`src/logic/csfs_cfg.svh`:
```
// constants for the store / flag-set / stop execution block
`ifndef CSFS_CFG_SVH
`define CSFS_CFG_SVH

// register byte offsets on the wishbone slave
`define CSFS_OFF_CTRL  8'h00
`define CSFS_OFF_ACC   8'h04
`define CSFS_OFF_SP    8'h08
`define CSFS_OFF_IX    8'h0c
`define CSFS_OFF_IY    8'h10
`define CSFS_OFF_PC    8'h14
`define CSFS_OFF_FLAGS 8'h18
`define CSFS_OFF_STAT  8'h1c

// condition flag bit positions
`define CSFS_CC_S      7
`define CSFS_CC_X      6
`define CSFS_CC_I      4
`define CSFS_CC_N      3
`define CSFS_CC_Z      2
`define CSFS_CC_V      1

// status register fields
`define CSFS_ST_ILL    4
`define CSFS_ST_SVC    5
`define CSFS_ST_STOP   6

// reset values
`define CSFS_FLAGS_RST 8'hd0
`define CSFS_PC_RST    16'h0000

// opcodes handled here
`define CSFS_OP_NOP    8'h01
`define CSFS_OP_SETOVF 8'h0b
`define CSFS_OP_SETMSK 8'h0f
`define CSFS_OP_PFXY   8'h18
`define CSFS_OP_SWTRAP 8'h3f
`define CSFS_OP_STOP   8'hcf
`define CSFS_OP_STA_D  8'h97
`define CSFS_OP_STA_E  8'hb7
`define CSFS_OP_STA_X  8'ha7
`define CSFS_OP_STB_D  8'hd7
`define CSFS_OP_STB_E  8'hf7
`define CSFS_OP_STB_X  8'he7
`define CSFS_OP_DBL_D  8'hdd
`define CSFS_OP_DBL_E  8'hfd
`define CSFS_OP_DBL_X  8'hed
`define CSFS_OP_SPS_D  8'h9f
`define CSFS_OP_SPS_E  8'hbf
`define CSFS_OP_SPS_X  8'haf

// address driven on the indexed dummy cycle
`define CSFS_DUMMY_ADDR 16'hffff

`endif

```
`src/logic/csfs_pkg.sv`:
```
// types shared by the execution block
package csfs_pkg;

  // execution sequencer states
  typedef enum logic [3:0] {
    S_IDLE  = 4'h0,
    S_FETCH = 4'h1,
    S_OPND  = 4'h2,
    S_OPND2 = 4'h3,
    S_DUMMY = 4'h4,
    S_WHI   = 4'h5,
    S_WLO   = 4'h6,
    S_STOP  = 4'h7,
    S_SVC   = 4'h8
  } csfs_state_t;

  // source of a service request handed to the stacking sequencer
  typedef enum logic [1:0] {
    SRC_HPEXT    = 2'h0,
    SRC_MASKABLE = 2'h1,
    SRC_SWINSTR  = 2'h2
  } csfs_svc_src_t;

  // one processor bus cycle
  typedef struct packed {
    logic [15:0] addr;
    logic [7:0]  wdata;
    logic        read;
  } csfs_bus_t;

  // service request to the rest of the core
  typedef struct packed {
    logic          valid;
    csfs_svc_src_t src;
  } csfs_svc_t;

endpackage : csfs_pkg

```
`src/logic/csfs_pin_sync.sv`:
```
// three-stage pin synchroniser with agreement filter
`timescale 1ns/1ns
module csfs_pin_sync #(
  parameter logic RST_VAL = 1'b1
) (
  // clock and reset
  input  wire logic clk_i,
  input  wire logic rst_i,
  // pin and clean level
  input  wire logic pin_i,
  output logic      lvl_o
);

  logic q1_r;
  logic q2_r;
  logic q3_r;

  // q1 only feeds q2; the level moves once q2 and q3 agree
  always_ff @(posedge clk_i) begin
    if (rst_i) begin
      q1_r  <= RST_VAL;
      q2_r  <= RST_VAL;
      q3_r  <= RST_VAL;
      lvl_o <= RST_VAL;
    end else begin
      q1_r <= pin_i;
      q2_r <= q1_r;
      q3_r <= q2_r;
      if (q2_r == q3_r) begin
        lvl_o <= q3_r;
      end
    end
  end

endmodule : csfs_pin_sync

```
`src/logic/csfs_core.sv`:
```
// store, flag-set and stop instruction execution with wishbone register port
`timescale 1ns/1ns
`include "csfs_cfg.svh"

module csfs_core
  import csfs_pkg::*;
(
  // clock and reset
  input  wire logic             clk_i,
  input  wire logic             rst_i,
  // wishbone register slave
  input  wire logic             wb_cyc_i,
  input  wire logic             wb_stb_i,
  input  wire logic             wb_we_i,
  input  wire logic [7:0]       wb_adr_i,
  input  wire logic [3:0]       wb_sel_i,
  input  wire logic [31:0]      wb_dat_i,
  output logic      [31:0]      wb_dat_o,
  output logic                  wb_ack_o,
  // processor memory bus
  output csfs_pkg::csfs_bus_t   mem_bus_o,
  input  wire logic [7:0]       mem_rdata_i,
  // interrupt pins, active low
  input  wire logic             irq_n_i,
  input  wire logic             hp_ext_irq_n_i,
  // stacking sequencer hand-off and clock control
  output csfs_pkg::csfs_svc_t   svc_o,
  input  wire logic             svc_ack_i,
  output logic                  clk_stop_o
);
  import csfs_pkg::*;

  csfs_state_t st_r;
  logic [15:0] pc_r;
  logic [15:0] acc_r;      // first accumulator high, second low
  logic [15:0] sp_r;
  logic [15:0] ix_r;
  logic [15:0] iy_r;
  logic [15:0] ea_r;
  logic [7:0]  flags_r;
  logic [7:0]  op_r;
  logic        pfx_r;
  logic        ill_r;
  logic        run_r;
  logic        irq_n_s;
  logic        hpx_n_s;
  logic        wb_req;
  logic        wb_wr;
  logic        cfg_wr;
  logic [15:0] src16;
  logic [7:0]  src8;
  logic        is_byte;

  // pins arrive asynchronously
  csfs_pin_sync #(.RST_VAL(1'b1)) u_sync_irq (
    .clk_i (clk_i),
    .rst_i (rst_i),
    .pin_i (irq_n_i),
    .lvl_o (irq_n_s)
  );
  csfs_pin_sync #(.RST_VAL(1'b1)) u_sync_hpx (
    .clk_i (clk_i),
    .rst_i (rst_i),
    .pin_i (hp_ext_irq_n_i),
    .lvl_o (hpx_n_s)
  );

  // request decode; a request is taken once, in the cycle before ack
  assign wb_req = wb_cyc_i & wb_stb_i & ~wb_ack_o;
  assign wb_wr  = wb_req & wb_we_i;
  // registers other than control and status only take writes while the sequencer is parked
  assign cfg_wr = wb_wr & (st_r == S_IDLE);

  // store operand selection from the opcode's low nibble and bit 6
  assign is_byte = (op_r[3:0] == 4'h7);
  assign src8    = op_r[6] ? acc_r[7:0] : acc_r[15:8];
  assign src16   = (op_r[3:0] == 4'hd) ? acc_r : sp_r;

  function automatic logic [15:0] lanes16(input logic [15:0] old,
                                          input logic [31:0] dat,
                                          input logic [3:0]  sel);
    lanes16 = {sel[1] ? dat[15:8] : old[15:8],
               sel[0] ? dat[7:0]  : old[7:0]};
  endfunction : lanes16

  function automatic logic is_store(input logic [7:0] op);
    case (op)
      `CSFS_OP_STA_D, `CSFS_OP_STA_E, `CSFS_OP_STA_X,
      `CSFS_OP_STB_D, `CSFS_OP_STB_E, `CSFS_OP_STB_X,
      `CSFS_OP_DBL_D, `CSFS_OP_DBL_E, `CSFS_OP_DBL_X,
      `CSFS_OP_SPS_D, `CSFS_OP_SPS_E, `CSFS_OP_SPS_X: is_store = 1'b1;
      default: is_store = 1'b0;
    endcase
  endfunction : is_store

  // run control may be written at any time
  always_ff @(posedge clk_i) begin
    if (rst_i) begin
      run_r <= 1'b0;
    end else if (wb_wr && wb_adr_i == `CSFS_OFF_CTRL && wb_sel_i[0]) begin
      run_r <= wb_dat_i[0];
    end
  end

  // wishbone answer: one wait state, ack dropped after one cycle
  always_ff @(posedge clk_i) begin
    if (rst_i) begin
      wb_ack_o <= 1'b0;
      wb_dat_o <= 32'h0000_0000;
    end else begin
      wb_ack_o <= wb_req;
      if (wb_req && !wb_we_i) begin
        unique case (wb_adr_i)
          `CSFS_OFF_CTRL: wb_dat_o <= {31'h0000_0000, run_r};
          `CSFS_OFF_ACC:  wb_dat_o <= {16'h0000, acc_r};
          `CSFS_OFF_SP:   wb_dat_o <= {16'h0000, sp_r};
          `CSFS_OFF_IX:   wb_dat_o <= {16'h0000, ix_r};
          `CSFS_OFF_IY:   wb_dat_o <= {16'h0000, iy_r};
          `CSFS_OFF_PC:   wb_dat_o <= {16'h0000, pc_r};
          `CSFS_OFF_FLAGS: wb_dat_o <= {24'h00_0000, flags_r};
          `CSFS_OFF_STAT: wb_dat_o <= {25'h000_0000, clk_stop_o,
                                       svc_o.valid, ill_r, st_r};
          default:        wb_dat_o <= 32'h0000_0000;
        endcase
      end
    end
  end

  // instruction sequencer, programmer registers and bus cycles
  always_ff @(posedge clk_i) begin
    logic       fin;
    logic [7:0] cc;
    logic       hpx;
    logic       irq;
    fin = 1'b0;
    cc  = flags_r;
    hpx = ~hpx_n_s;
    irq = ~irq_n_s;
    if (rst_i) begin
      st_r       <= S_IDLE;
      pc_r       <= `CSFS_PC_RST;
      flags_r    <= `CSFS_FLAGS_RST;
      acc_r      <= 16'h0000;
      sp_r       <= 16'h0000;
      ix_r       <= 16'h0000;
      iy_r       <= 16'h0000;
      ea_r       <= 16'h0000;
      op_r       <= 8'h00;
      pfx_r      <= 1'b0;
      ill_r      <= 1'b0;
      mem_bus_o  <= '{addr: `CSFS_DUMMY_ADDR, wdata: 8'h00, read: 1'b1};
      svc_o      <= '{valid: 1'b0, src: SRC_HPEXT};
      clk_stop_o <= 1'b0;
    end else begin
      clk_stop_o <= 1'b0;
      // clearing the sticky illegal flag loses to a new one
      if (wb_wr && wb_adr_i == `CSFS_OFF_STAT && wb_sel_i[0] &&
          wb_dat_i[`CSFS_ST_ILL]) begin
        ill_r <= 1'b0;
      end
      unique case (st_r)
        S_IDLE: begin
          if (cfg_wr) begin
            unique case (wb_adr_i)
              `CSFS_OFF_ACC: acc_r <= lanes16(acc_r, wb_dat_i, wb_sel_i);
              `CSFS_OFF_SP:  sp_r  <= lanes16(sp_r, wb_dat_i, wb_sel_i);
              `CSFS_OFF_IX:  ix_r  <= lanes16(ix_r, wb_dat_i, wb_sel_i);
              `CSFS_OFF_IY:  iy_r  <= lanes16(iy_r, wb_dat_i, wb_sel_i);
              `CSFS_OFF_PC:  pc_r  <= lanes16(pc_r, wb_dat_i, wb_sel_i);
              `CSFS_OFF_FLAGS: if (wb_sel_i[0]) begin
                // the high-priority mask may only be kept or cleared
                cc = wb_dat_i[7:0];
                cc[`CSFS_CC_X] = wb_dat_i[`CSFS_CC_X] &
                                 flags_r[`CSFS_CC_X];
              end
              default: ;
            endcase
          end
          if (run_r) begin
            st_r      <= S_FETCH;
            mem_bus_o <= '{addr: pc_r, wdata: 8'h00, read: 1'b1};
          end
        end
        S_FETCH: begin
          op_r      <= mem_rdata_i;
          pfx_r     <= (mem_rdata_i == `CSFS_OP_PFXY);
          pc_r      <= pc_r + 16'h0001;
          mem_bus_o <= '{addr: pc_r + 16'h0001, wdata: 8'h00, read: 1'b1};
          st_r      <= S_OPND;
        end
        S_OPND: begin
          if (pfx_r) begin
            // second opcode byte after the y prefix
            op_r <= mem_rdata_i;
            if (mem_rdata_i == `CSFS_OP_STA_X ||
                mem_rdata_i == `CSFS_OP_STB_X ||
                mem_rdata_i == `CSFS_OP_DBL_X ||
                mem_rdata_i == `CSFS_OP_SPS_X) begin
              pc_r      <= pc_r + 16'h0001;
              mem_bus_o <= '{addr: pc_r + 16'h0001, wdata: 8'h00, read: 1'b1};
              st_r      <= S_OPND2;
            end else begin
              ill_r <= 1'b1;
              fin   = 1'b1;
            end
          end else if (op_r == `CSFS_OP_SETMSK) begin
            cc[`CSFS_CC_I] = 1'b1;
            fin = 1'b1;
          end else if (op_r == `CSFS_OP_SETOVF) begin
            cc[`CSFS_CC_V] = 1'b1;
            fin = 1'b1;
          end else if (op_r == `CSFS_OP_NOP) begin
            fin = 1'b1;
          end else if (op_r == `CSFS_OP_STOP) begin
            // one byte long: pc already points past it
            if (flags_r[`CSFS_CC_S]) begin
              fin = 1'b1;
            end else begin
              st_r       <= S_STOP;
              clk_stop_o <= 1'b1;
            end
          end else if (op_r == `CSFS_OP_SWTRAP) begin
            // software interrupt ignores the mask
            svc_o <= '{valid: 1'b1, src: SRC_SWINSTR};
            st_r  <= S_SVC;
          end else if (is_store(op_r)) begin
            pc_r <= pc_r + 16'h0001;
            unique case (op_r[5:4])
              2'b01: begin
                // direct: page zero address, straight to data
                ea_r      <= {8'h00, mem_rdata_i};
                mem_bus_o <= '{addr: {8'h00, mem_rdata_i},
                               wdata: is_byte ? src8 : src16[15:8],
                               read: 1'b0};
                st_r      <= S_WHI;
              end
              2'b11: begin
                ea_r[15:8] <= mem_rdata_i;
                mem_bus_o  <= '{addr: pc_r + 16'h0001, wdata: 8'h00,
                                read: 1'b1};
                st_r       <= S_OPND2;
              end
              default: begin
                ea_r      <= ix_r + {8'h00, mem_rdata_i};
                mem_bus_o <= '{addr: `CSFS_DUMMY_ADDR, wdata: 8'h00,
                               read: 1'b1};
                st_r      <= S_DUMMY;
              end
            endcase
          end else begin
            ill_r <= 1'b1;
            fin   = 1'b1;
          end
        end
        S_OPND2: begin
          pc_r <= pc_r + 16'h0001;
          if (pfx_r) begin
            ea_r      <= iy_r + {8'h00, mem_rdata_i};
            mem_bus_o <= '{addr: `CSFS_DUMMY_ADDR, wdata: 8'h00,
                           read: 1'b1};
            st_r      <= S_DUMMY;
          end else begin
            ea_r[7:0] <= mem_rdata_i;
            mem_bus_o <= '{addr: {ea_r[15:8], mem_rdata_i},
                           wdata: is_byte ? src8 : src16[15:8],
                           read: 1'b0};
            st_r      <= S_WHI;
          end
        end
        S_DUMMY: begin
          mem_bus_o <= '{addr: ea_r, wdata: is_byte ? src8 : src16[15:8],
                         read: 1'b0};
          st_r      <= S_WHI;
        end
        S_WHI: begin
          // flags follow the stored value; overflow always clears
          cc[`CSFS_CC_V] = 1'b0;
          if (is_byte) begin
            cc[`CSFS_CC_N] = src8[7];
            cc[`CSFS_CC_Z] = (src8 == 8'h00);
            fin = 1'b1;
          end else begin
            cc[`CSFS_CC_N] = src16[15];
            cc[`CSFS_CC_Z] = (src16 == 16'h0000);
            mem_bus_o <= '{addr: ea_r + 16'h0001, wdata: src16[7:0],
                           read: 1'b0};
            st_r      <= S_WLO;
          end
        end
        S_WLO: begin
          fin = 1'b1;
        end
        S_STOP: begin
          // core state is frozen; only wake sources are watched
          if (hpx && !flags_r[`CSFS_CC_X]) begin
            cc[`CSFS_CC_X] = 1'b1;
            cc[`CSFS_CC_I] = 1'b1;
            svc_o <= '{valid: 1'b1, src: SRC_HPEXT};
            st_r  <= S_SVC;
          end else if (hpx) begin
            st_r      <= S_FETCH;
            mem_bus_o <= '{addr: pc_r, wdata: 8'h00, read: 1'b1};
          end else if (irq && !flags_r[`CSFS_CC_I]) begin
            cc[`CSFS_CC_I] = 1'b1;
            svc_o <= '{valid: 1'b1, src: SRC_MASKABLE};
            st_r  <= S_SVC;
          end else begin
            clk_stop_o <= 1'b1;
          end
        end
        S_SVC: begin
          if (svc_ack_i) begin
            svc_o.valid <= 1'b0;
            fin = 1'b1;
          end
        end
        default: begin
          st_r <= S_IDLE;
        end
      endcase
      // instruction boundary: high-priority line first, then maskable
      if (fin) begin
        mem_bus_o <= '{addr: pc_r, wdata: 8'h00, read: 1'b1};
        if (hpx && !cc[`CSFS_CC_X]) begin
          cc[`CSFS_CC_X] = 1'b1;
          cc[`CSFS_CC_I] = 1'b1;
          svc_o <= '{valid: 1'b1, src: SRC_HPEXT};
          st_r  <= S_SVC;
        end else if (irq && !cc[`CSFS_CC_I]) begin
          cc[`CSFS_CC_I] = 1'b1;
          svc_o <= '{valid: 1'b1, src: SRC_MASKABLE};
          st_r  <= S_SVC;
        end else if (run_r) begin
          st_r <= S_FETCH;
        end else begin
          st_r <= S_IDLE;
        end
      end
      flags_r <= cc;
    end
  end
endmodule : csfs_core

```
`config.mk`:
```
export PLATFORM = sky130hd
export DESIGN_NAME = csfs_core
export DESIGN_NICKNAME = d
export VERILOG_FILES = /design/src/logic/csfs_pkg.sv /design/src/logic/csfs_pin_sync.sv /design/src/logic/csfs_core.sv
export VERILOG_INCLUDE_DIRS = /design/src /design/src/logic
export SDC_FILE = /design/constraint.sdc
export NUM_CORES = 1
export LEC_CHECK = 0
export ABC_AREA = 1
export CAP_MARGIN = 20
export CORE_MARGIN = 4
export CORE_UTILIZATION = 50
export CTS_BUF_LIST = sky130_fd_sc_hd__clkbuf_16
export CTS_CLUSTER_SIZE = 24
export DETAILED_ROUTE_END_ITERATION = 10
export DONT_BUFFER_PORTS = 1
export PLACE_DENSITY_LB_ADDON = 0.05
export SLEW_MARGIN = 30
export SYNTH_ARGS = -nofsm -noshare
export SYNTH_HDL_FRONTEND = slang
export SYNTH_SLANG_ARGS = --single-unit
```
`constraint.sdc`:
```
create_clock -name clk_i -period 2.05 [get_ports clk_i]
set_clock_uncertainty 0.05 [all_clocks]
set_input_delay 0.41 -clock clk_i [delete_from_list [all_inputs] [get_ports clk_i]]
set_output_delay 0.41 -clock clk_i [all_outputs]
set_load 0.005 [all_outputs]
```
# Yosys cells after proc, flatten, opt, wreduce, memory -nomap -nowiden
# Index checks and enable logic that the tools add are counted.
[totals] ff_bits=189 in_bits=60 output_inout_bits=62 wordCells=335
[classes] addsub=4 eq_ne=85 n_mux=149 n_bitwise=8 n_reduce_logical=52
[ops] op="25-bit two-way mux" count=14
[ops] op="16-bit two-way mux" count=18
[ops] op="25-bit case mux with 7 select lines" count=1
[ops] op="8-bit == test (second input constant)" count=17
[ops] op="16-bit case mux with 8 select lines" count=1
[ops] op="4-bit two-way mux" count=17
[ops] op="1-bit two-way mux" count=59
[ops] op="8-bit two-way mux" count=7
[ops] op="25-bit case mux with 2 select lines" count=1
[ops] op="16-bit case mux with 3 select lines" count=1
[ops] op="8-bit case mux with 2 select lines" count=3
[ops] op="8-bit by 5-bit == test with 1-bit output (second input constant)" count=5
[ops] op="4-bit AND reduction" count=10
[ops] op="3-bit two-way mux" count=12
[ops] op="2-bit != test (second input constant)" count=18
[ops] op="16-bit by 1-bit adder with 16-bit output (second input constant)" count=2
[ops] op="16-bit by 8-bit adder with 16-bit output" count=2
[ops] op="8-bit by 4-bit == test with 1-bit output (second input constant)" count=4
[ops] op="16-bit case mux with 2 select lines" count=1
[ops] op="4-bit case mux with 8 select lines" count=1
[ops] op="3-bit != test (second input constant)" count=10
[ops] op="4-bit != test (second input constant)" count=7
[ops] op="12-bit AND reduction" count=2
[ops] op="11-bit AND reduction" count=2
[ops] op="other kinds (39)" count=83

# Longest topological paths before layout
# Gate-level depths: netlist of run 1.
[logic_depth] depth_word=22 depth_mapped=14

# Cells and area by module
# From an unflattened synthesis of run 1, not the netlist that was laid out.
[hier_totals] hier_cells=1800 hier_area_um2=11289.6
[by_module_without_submodules] mod="csfs_core" instances=1 cells_per_inst=1770 area_per_inst_um2=11031.8 seq_area_each_um2=3303.2
[by_module_without_submodules] mod="csfs_pin_sync" instances=2 cells_per_inst=15 area_per_inst_um2=128.9 seq_area_each_um2=80.1

# Worst setup path before layout of run 1
# No wires, ideal clock.
[synth_timing] path_kind="in2reg" start="in mem_rdata_i[0]" end="reg ea_r[8]" t_arrival_ns=1.888 required_time_ns=1.883 setup_slack_ns=-0.006 stages=10 path_buffers=0 cell_sequence="ha_1 inv_1 fa_1 o21ai_0 nand2_1 nand2_1 xor2_1 nand2_1 a21oi_1 nor2_1"
[synth_via] elab_chain_cells=10 word_cells_on_any_way=12 classes_between="add/sub: 2; mux: 10"
[synth_rtl] item="from (decl)" line_no="csfs_core.sv:22" rtl="input wire logic [7:0] mem_rdata_i,"
[synth_rtl] item="16-bit by 8-bit adder with 16-bit output" line_no="csfs_core.sv:244" rtl="ea_r <= ix_r + {8'h00, mem_rdata_i};"
[synth_rtl] item="8-bit case mux with 2 select lines" line_no="csfs_core.sv:228" rtl="unique case (op_r[5:4])"
[synth_rtl] item="16-bit two-way mux" line_no="csfs_core.sv:226" rtl="end else if (is_store(op_r)) begin"
[synth_rtl] item="16-bit two-way mux" line_no="csfs_core.sv:222" rtl="end else if (op_r == `CSFS_OP_SWTRAP) begin"
[synth_rtl] item="16-bit two-way mux" line_no="csfs_core.sv:214" rtl="end else if (op_r == `CSFS_OP_STOP) begin"
[synth_rtl] item="16-bit two-way mux" line_no="csfs_core.sv:212" rtl="end else if (op_r == `CSFS_OP_NOP) begin"
[synth_rtl] item="16-bit two-way mux" line_no="csfs_core.sv:209" rtl="end else if (op_r == `CSFS_OP_SETOVF) begin"
[synth_rtl] item="16-bit two-way mux" line_no="csfs_core.sv:206" rtl="end else if (op_r == `CSFS_OP_SETMSK) begin"
[synth_rtl] item="16-bit two-way mux" line_no="csfs_core.sv:192" rtl="if (pfx_r) begin"
[synth_rtl] item="16-bit case mux with 2 select lines *" line_no="csfs_core.sv:161" rtl="unique case (st_r)"
[synth_rtl] item="to (signal assigned)" line_no="csfs_core.sv:231" rtl="ea_r <= {8'h00, mem_rdata_i};"
[synth_rtl] item="to (signal assigned)" line_no="csfs_core.sv:238" rtl="ea_r[15:8] <= mem_rdata_i;"
[synth_rtl] item="to (signal assigned)" line_no="csfs_core.sv:244"
[synth_rtl] item="to (decl)" line_no="csfs_core.sv:39" rtl="logic [15:0] ea_r;"
# Mark *: on every way between the ends. The rest lies on a longest branch, timed or not. The select of a mux whose other input is x is not followed.
# A chain may end at the register's enable or synchronous reset.

# Final worst setup path of run 1
[layout_timing] start="reg st_r[1]" end="reg acc_r[2]"
[layout_via] elab_chain_cells=3
[layout_rtl] item="from (decl)" line_no="csfs_core.sv:33" rtl="csfs_state_t st_r;"
[layout_rtl] item="from (signal assigned)" line_no="csfs_core.sv:140" rtl="st_r <= S_IDLE;"
[layout_rtl] item="from (signal assigned)" line_no="csfs_core.sv:180" rtl="st_r <= S_FETCH;"
[layout_rtl] item="from (signal assigned)" line_no="csfs_core.sv:189" rtl="st_r <= S_OPND;"
[layout_rtl] item="4-bit zero test *" line_no="csfs_core.sv:72, csfs_core.sv:161"
[layout_rtl] item="1-bit bitwise AND" line_no="csfs_core.sv:72" rtl="assign cfg_wr = wb_wr & (st_r == S_IDLE);"
[layout_rtl] item="4-bit AND reduction (no line) *"
[layout_rtl] item="to (signal assigned)" line_no="csfs_core.sv:165" rtl="`CSFS_OFF_ACC: acc_r <= lanes16(acc_r, wb_dat_i, wb_sel_i);"
[layout_rtl] item="to (decl)" line_no="csfs_core.sv:35" rtl="logic [15:0] acc_r;"
# Mark *: on every way between the ends. The rest lies on a longest branch, timed or not.

==> summary.md, run 1 <==
| Metric | Value |
|---|---|
| Worst path required time | 2.32 ns |
| Top post-synthesis cells by area | dfxtp_1 (30%), nand2_1 (16%), o21ai_0 (8.1%) |
| Total of max-cap violations | 0 |
| Critical path's top delay family | simple AND/OR/NAND/NOR gates |
| DR WL/cell | 19.90 um |
| Pre-CTS setup slack | -0.1171 ns |
| CP peak stage delay | 0.34 ns |
| Reg power frac | 31.1% |
| Synth unique cells | 47 |
| Comb power frac | 44.9% |
| DR vias | 13,550 |
| Status | finished clean |
| Switching Power | 5.984 mW |
| Clock Sinks | 173 |
| Core area | 0.02285 mm^2 |
| Share of the synthesized area in the top cell type | 29.61% |
| Crit path kind | reg2reg |
| Routed vias/inst | 5.706 |
| Slew HR | 62.91% |
| Max VDD drop | 0.6245 mV |
| Commonest non-fill, non-tap cell in the layout | nand2_1 |
| Fin util | 61.97% |
| Sequential-to-total area share from yosys stat | 29.61% |
| Dominant synthesized flop cell | dfxtp_1 |
| Ys Warns | 0 |
| CTS tree | yes |
| RSZ-0062 raised after global routing | yes |
| Min-delay src | irq_n_i |
| Switch share | 43.81% |
| WP data arrival | 2.26 ns |
| Power Dens Cells | 964.8 mW/mm^2 |
| Asr flop ratio synth | 0% |
| DRT Pass-1 Iters | 7 |
| PnR worst setup slack | 0.05769 ns |
| H-Tree Depth | 4 |
| Clock Tree Root | clkbuf_16 |
| Grt total ovfl | 0 |
| R2R Path End | acc_r[2]$_SDFFE_PP0P_ |
| Number of global-route vias before repair | 12,630 |
| Mean Syn Cell Area | 6.108 um^2 |
| Post-route minimum period | 1.992 ns |
| Initial antenna violation count | 3 |
| Crit path cell chain | inv_2 > nand2_2 > nor2_4 > inv_4 > buf_4 > nor2_1 > nand2_1 > o21ai_0 > a21oi_1 |
| Die H | 161.0 um |
| Share of cells above drive strength 1 | 17.83% |
| Fmax | 0.5019 GHz |
| Crit end category | flop |
| Pin count of the biggest net entering global routing | 57 |
| Leak pwr | 6.374 nW |
| CP max stage cell | dfxtp_2 |
| Nets | 2,125 |
| Most frequent cells in the layout | nand2_1 (488), inv_1 (204), o21ai_0 (180), nor2_1 (167), dfxtp_1 (162) |
| Synthesized cell area | 0.01170 mm^2 |
| Hold slack | 0.006691 ns |
| Clk_lat worst skew | 0.45 ns |
| Final setup fails | 0 |
| Non-filler instance count after layout | 2,374 |
| Clock slew at reported path FFs | 0.08 ns |
| DR DRC count | 0 |
| Port bufs | 0 |
| # fillers | 2,292 |
| #FFs+latches synth | 173 |
| Initial detailed-routing violation count | 1,461 |
| Die ar. | 0.02591 mm^2 |
| CP Max Fanout | 16 |
| Cells after Synth | 1,915 |
| Detailed Route WL | 47.24 mm |
| Starting Density | 51.20% |
| Setup tns final | 0 ns |
| Count of final hold-check violations | 0 |
| Final Max Slew Viols | 0 |
| Ports | 122 |
| Final period utilization | 97.19% |
| Worst path bufs/invs | 3 |
| Chip width | 161.0 um |
| # rows | 55 |
| WHS Endpoint | u_sync_irq.q1_r$_SDFF_PP1_ |
| R2R Setup Slk | 0.06 ns |
| Int Pwr | 7.676 mW |
| Post-synth EDFFs | 0 |
| R2R cell count | 9 |
| Area growth syn-to-layout | 21.04% |
| Largest area contributor in the netlist | dfxtp_1 |
| Power share of the clock group | 24.0% |
| Reg-to-Reg Start | st_r[1]$_SDFFE_PP0P_ |
| Hold Crit Depth | 1 |
| Hold Path Class | in2reg |
| GRT Total Usage | 35.47% |
| Slew @ Worst Pin | 0.5563 ns |
| Startpoint Class | flop |
| Maximum root-to-sink buffer count | 2 |
| Total CTS buffers | 17 |
| Placed Cells incl. Taps | 2,330 |
| Detail Route Antenna Nets | 0 |
| Routability cong. | 0.9988 |
| Final HPWL DP | 36.72 mm |
| First-pass GRT wire length | 71.17 mm |
## worst max path at each step
stage                         startpoint                    end  slack, ns  depth (start not counted)
CTS                 st_r[3]$_SDFFE_PP0P_  acc_r[2]$_SDFFE_PP0P_      -0.03                          9
finish              st_r[1]$_SDFFE_PP0P_  acc_r[2]$_SDFFE_PP0P_       0.06                          9
global placement          mem_rdata_i[0]  ea_r[10]$_SDFFE_PP0P_      -0.09                         12
floorplan                 mem_rdata_i[0]  ea_r[12]$_SDFFE_PP0P_      0.008                         13
detailed placement        mem_rdata_i[0]  ea_r[10]$_SDFFE_PP0P_      -0.12                         12
global route        st_r[1]$_SDFFE_PP0P_   sp_r[3]$_SDFFE_PP0P_      -0.06                          9
## kinds of logic after synthesis
kind of cell / after synthesis / share of synthesized area (%)
other: 1 / 0.03206
XOR/XNOR: 13 / 0.9734
AO/OA/AOI/OAI: 430 / 19.72
buffers and inverters: 312 / 10.94
adder cells (fa/ha/maj): 20 / 2.268
flip-flops: 173 / 29.61
AND/OR/NAND/NOR: 966 / 36.45
## power by group through the flow
stage / registers, mW / clock network (mW) / logic (mW)
CTS: 4.22 / 3.29 / 5.75
global placement: 4.30 / 0 / 5.60
global route: 4.31 / 3.40 / 6.68
finish: 4.25 / 3.27 / 6.13
floorplan: 4.18 / 0 / 3.63
detailed placement: 4.30 / 0 / 5.66
## final cells by class
| type | instances | area [um^2] | share of cell area (%) |
|---|---|---|---|
| Inverter | 232 | 875.8 | 6.186 |
| Tap cell | 313 | 391.6 | 2.766 |
| Timing Repair Buffer | 176 | 1456 | 10.29 |
| Sequential cell | 173 | 3477 | 24.56 |
| Clock buffer | 17 | 425.4 | 3.005 |
| Antenna cell | 3 | 7.507 | 0.05302 |
| Clock inverter | 15 | 143.9 | 1.016 |
| Multi-Input combinational cell | 1445 | 7381 | 52.13 |
## what timing repair did
item                                   4_1_cts  5_1_grt
resized for setup                           12      106
buffers inserted                             0        7
setup endpoints to repair                   16      110
gates cloned                                 0        1
endpoints found under the hold margin       36        0
pin swaps                                    2       24
hold buffers                                 2        0
## metrics by stage
step / instance area, um^2 / power [mW]
after detailed placement: 13080 / 9.955
after global routing: 14150 / 14.40
after CTS: 13710 / 13.26
final: 14160 / 13.66
after floorplan: 11750 / 7.816
after global placement: 13080 / 9.898
## sequential cells by signal, summed over array words and instances (netlist names), 16 cells and up
name	flops
ix_r	16
wb_dat_o	16
pc_r	16
iy_r	16
sp_r	16
mem_bus_o	25
acc_r	16
ea_r	16
## synth_stat cells (all sizes together) (18+ instances only)
cell	instances
nand3	163
inv	228
nor2	197
buf	41
nand2	530
clkbuf	39
dfxtp	173
a21oi	156
ha	18
a211oi	18
nand4	30
nor3	28
o21ai	205
## layer usage
layer | global-route usage, % | wire [um] | vias up
li1 | - | - | 6533
met1 | 43.74 | 18540 | 6174
met2 | 58.50 | 21810 | 698
met3 | 8.263 | 4618 | 142
met4 | 17.18 | 2278 | 0
met5 | 0 | 0 | -
Note: power is estimated with default switching activity, not from simulation.
==> run 2: changes to the inputs <==
--- a/config.mk
+++ b/config.mk
@@ -7,7 +7,7 @@
 export NUM_CORES = 1
 export LEC_CHECK = 0
 export ABC_AREA = 1
-export CAP_MARGIN = 20
+export CAP_MARGIN = 30
 export CORE_MARGIN = 4
 export CORE_UTILIZATION = 50
 export CTS_BUF_LIST = sky130_fd_sc_hd__clkbuf_16
==> constraint.sdc (replaced) <==
create_clock -name clk_i -period 2.05 [get_ports clk_i]
set_clock_uncertainty 0.05 [all_clocks]
set_input_delay 0.41 -clock clk_i [delete_from_list [all_inputs] [get_ports clk_i]]
set_output_delay 0.41 -clock clk_i [all_outputs]
set_load 0.02 [all_outputs]
==> run 2 against run 1 <==
Clock power increased by 3%; highest routed layer is now met5; via count increased by 0.52%; die area unchanged; first-iteration DRC count decreased by 0.21%; setup slack got worse by 0.054 ns; core utilization increased by 1.3 points; sequential cell count unchanged; hold slack improved by 0.0042 ns.
==> summary.md, run 2 (synthesis gave the netlist of run 1 again) <==
| Metric | Value |
|---|---|
| DR WL/cell | 20.27 um |
| First-pass GRT wire length | 71.97 mm |
| Total CTS buffers | 17 |
| Ports | 122 |
| Total of max-cap violations | 0 |
| Detail Route Antenna Nets | 0 |
| Fmax | 0.4886 GHz |
| Worst path required time | 2.33 ns |
| Commonest non-fill, non-tap cell in the layout | nand2_1 |
| Starting Density | 51.20% |
| CP Max Fanout | 3 |
| Power Dens Cells | 983.0 mW/mm^2 |
| R2R Setup Slk | 0.003 ns |
| Die H | 161.0 um |
| Hold Path Class | in2reg |
| Max reg flops | 25 |
| Reg-to-Reg Start | ix_r[0]$_SDFFE_PP0P_ |
| Startpoint Class | flop |
| Grt total ovfl | 0 |
| PnR worst setup slack | 0.003192 ns |
| DRT Pass-1 Iters | 6 |
| Slew HR | 61.90% |
| Crit path cell chain | ha_4 > inv_2 > fa_2 > o21ai_2 > buf_6 > nand3_2 > nand2_2 > buf_4 > nand3_2 > nand3_4 > nand2_4 > nand2_4 > a21oi_2 |
| DR DRC count | 0 |
| CTS tree | yes |
| Pin count of the biggest net entering global routing | 106 |
| Pre-CTS setup slack | -0.2362 ns |
| Min-delay src | hp_ext_irq_n_i |
| Leak pwr | 6.540 nW |
| Initial antenna violation count | 5 |
| Hold Crit Depth | 1 |
| Area growth syn-to-layout | 23.63% |
| Clock Tree Root | clkbuf_16 |
| Top reg by flops | mem_bus_o |
| Post-route minimum period | 2.047 ns |
| WP data arrival | 2.33 ns |
| Core area | 0.02285 mm^2 |
| Clk_lat worst skew | 0.44 ns |
| Number of global-route vias before repair | 12,560 |
| Final setup fails | 0 |
| Count of final hold-check violations | 0 |
| Max VDD drop | 0.7278 mV |
| Chip width | 161.0 um |
| H-Tree Depth | 4 |
| Routed vias/inst | 5.679 |
| R2R Path End | ea_r[14]$_SDFFE_PP0P_ |
| Routability cong. | 1.047 |
| # rows | 55 |
| Share of cells above drive strength 1 | 19.23% |
| Nets | 2,152 |
| DR vias | 13,620 |
| GRT Total Usage | 36.00% |
| CP max stage cell | fa_2 |
| Die ar. | 0.02591 mm^2 |
| Initial detailed-routing violation count | 1,458 |
| Fin util | 63.30% |
| Maximum root-to-sink buffer count | 2 |
| Setup tns final | 0 ns |
| Detailed Route WL | 48.60 mm |
| Status | finished clean |
| CP peak stage delay | 0.41 ns |
| Clock Sinks | 173 |
| Final period utilization | 99.84% |
| Final HPWL DP | 37.10 mm |
| Power consumption | 14.22 mW |
| RSZ-0062 raised after global routing | yes |
| WHS Endpoint | u_sync_hpx.q1_r$_SDFF_PP1_ |
| Port bufs | 0 |
| Crit end category | flop |
| Final Max Slew Viols | 0 |
| Clock slew at reported path FFs | 0.08 ns |
| R2R cell count | 13 |
| Antenna Diode Count | 0 |
| Crit path kind | reg2reg |
| Slew @ Worst Pin | 0.5696 ns |
| Most frequent cells in the layout | nand2_1 (484), inv_1 (201), o21ai_0 (181), buf_4 (179), nor2_1 (166) |
-- run 2: cell count changes in the layout (fill, tap and decap cells not counted), sizes merged, moves of 3 or more --
cell	change
buf	+23
clkinv	-3
clkinvlp	+3
diode	-3
dlygate4sd3	+3
-- run 2: area by class of cell --
type                    instances  area, um^2
clock buffers                  17       425.4
repair buffers                202        1698
fillers                      2257        8386
well taps                     313       391.6
clock inverters                15       158.9
flip-flops and latches        173        3486
inverters                     232       873.3
multi-input cells            1446        7428
-- run 2: repair_timing --
action                                  4_1_cts  5_1_grt
buffers inserted                              0       16
endpoints found under the setup margin       31       87
resized for setup                            15      115
pin swaps                                     0       33
gates cloned                                  0        1
hold buffers                                  5        0
hold endpoints to repair                     32        0
-- run 2: per-stage QoR --
| step | area [um^2] | cells | hold slack [ns] |
|---|---|---|---|
| floorplan | 11750 | 1930 | 0.3395 |
| global placement | 13210 | 2346 | 0.3416 |
| detailed placement | 13210 | 2346 | 0.3485 |
| CTS | 13900 | 2383 | 0.006159 |
| global route | 14460 | 2398 | 0.01161 |
| finish | 14460 | 2398 | 0.01086 |
-- run 2: worst max-delay path: cells and delay by family, from the launching register on --
family / cells / cell delay (ns)
simple gates: 6 / 0.51
buf+inv: 3 / 0.28
flops: 1 / 0.37
fa+ha+maj: 2 / 0.55
compound gates: 2 / 0.18
-- run 2: how the worst max path moves through the flow --
stage          cells past startpoint            startpoint                          to  slack [ns]
3_5_place_dp                      10        mem_rdata_i[1]  mem_bus_o[13]$_SDFFE_PP1P_       -0.24
6_report                          13  ix_r[0]$_SDFFE_PP0P_       ea_r[14]$_SDFFE_PP0P_       0.003
4_1_cts                           11  iy_r[0]$_SDFFE_PP0P_        ea_r[6]$_SDFFE_PP0P_       0.007
2_1_floorplan                     13        mem_rdata_i[0]       ea_r[12]$_SDFFE_PP0P_       0.008
5_1_grt                           13  ix_r[0]$_SDFFE_PP0P_       ea_r[14]$_SDFFE_PP0P_       -0.09
3_3_place_gp                      12        mem_rdata_i[0]        ea_r[8]$_SDFFE_PP0P_       -0.23
-- run 2: power by group --
| group | switching [mW] | internal (mW) |
|---|---|---|
| Clock | 1.64 | 1.73 |
| Combinational | 4.02 | 2.42 |
| Sequential | 0.595 | 3.81 |
-- run 2: layer usage --
metal	wire length [um]	part of all wire (%)	GRT usage [%]	vias to the layer above
li1	-	-	-	6574
met1	18930	39	44.19	6239
met2	22160	46	58.54	629
met3	4566	9.4	9.058	170
met4	2909	6.0	18.57	6
met5	35	0.072	0	-
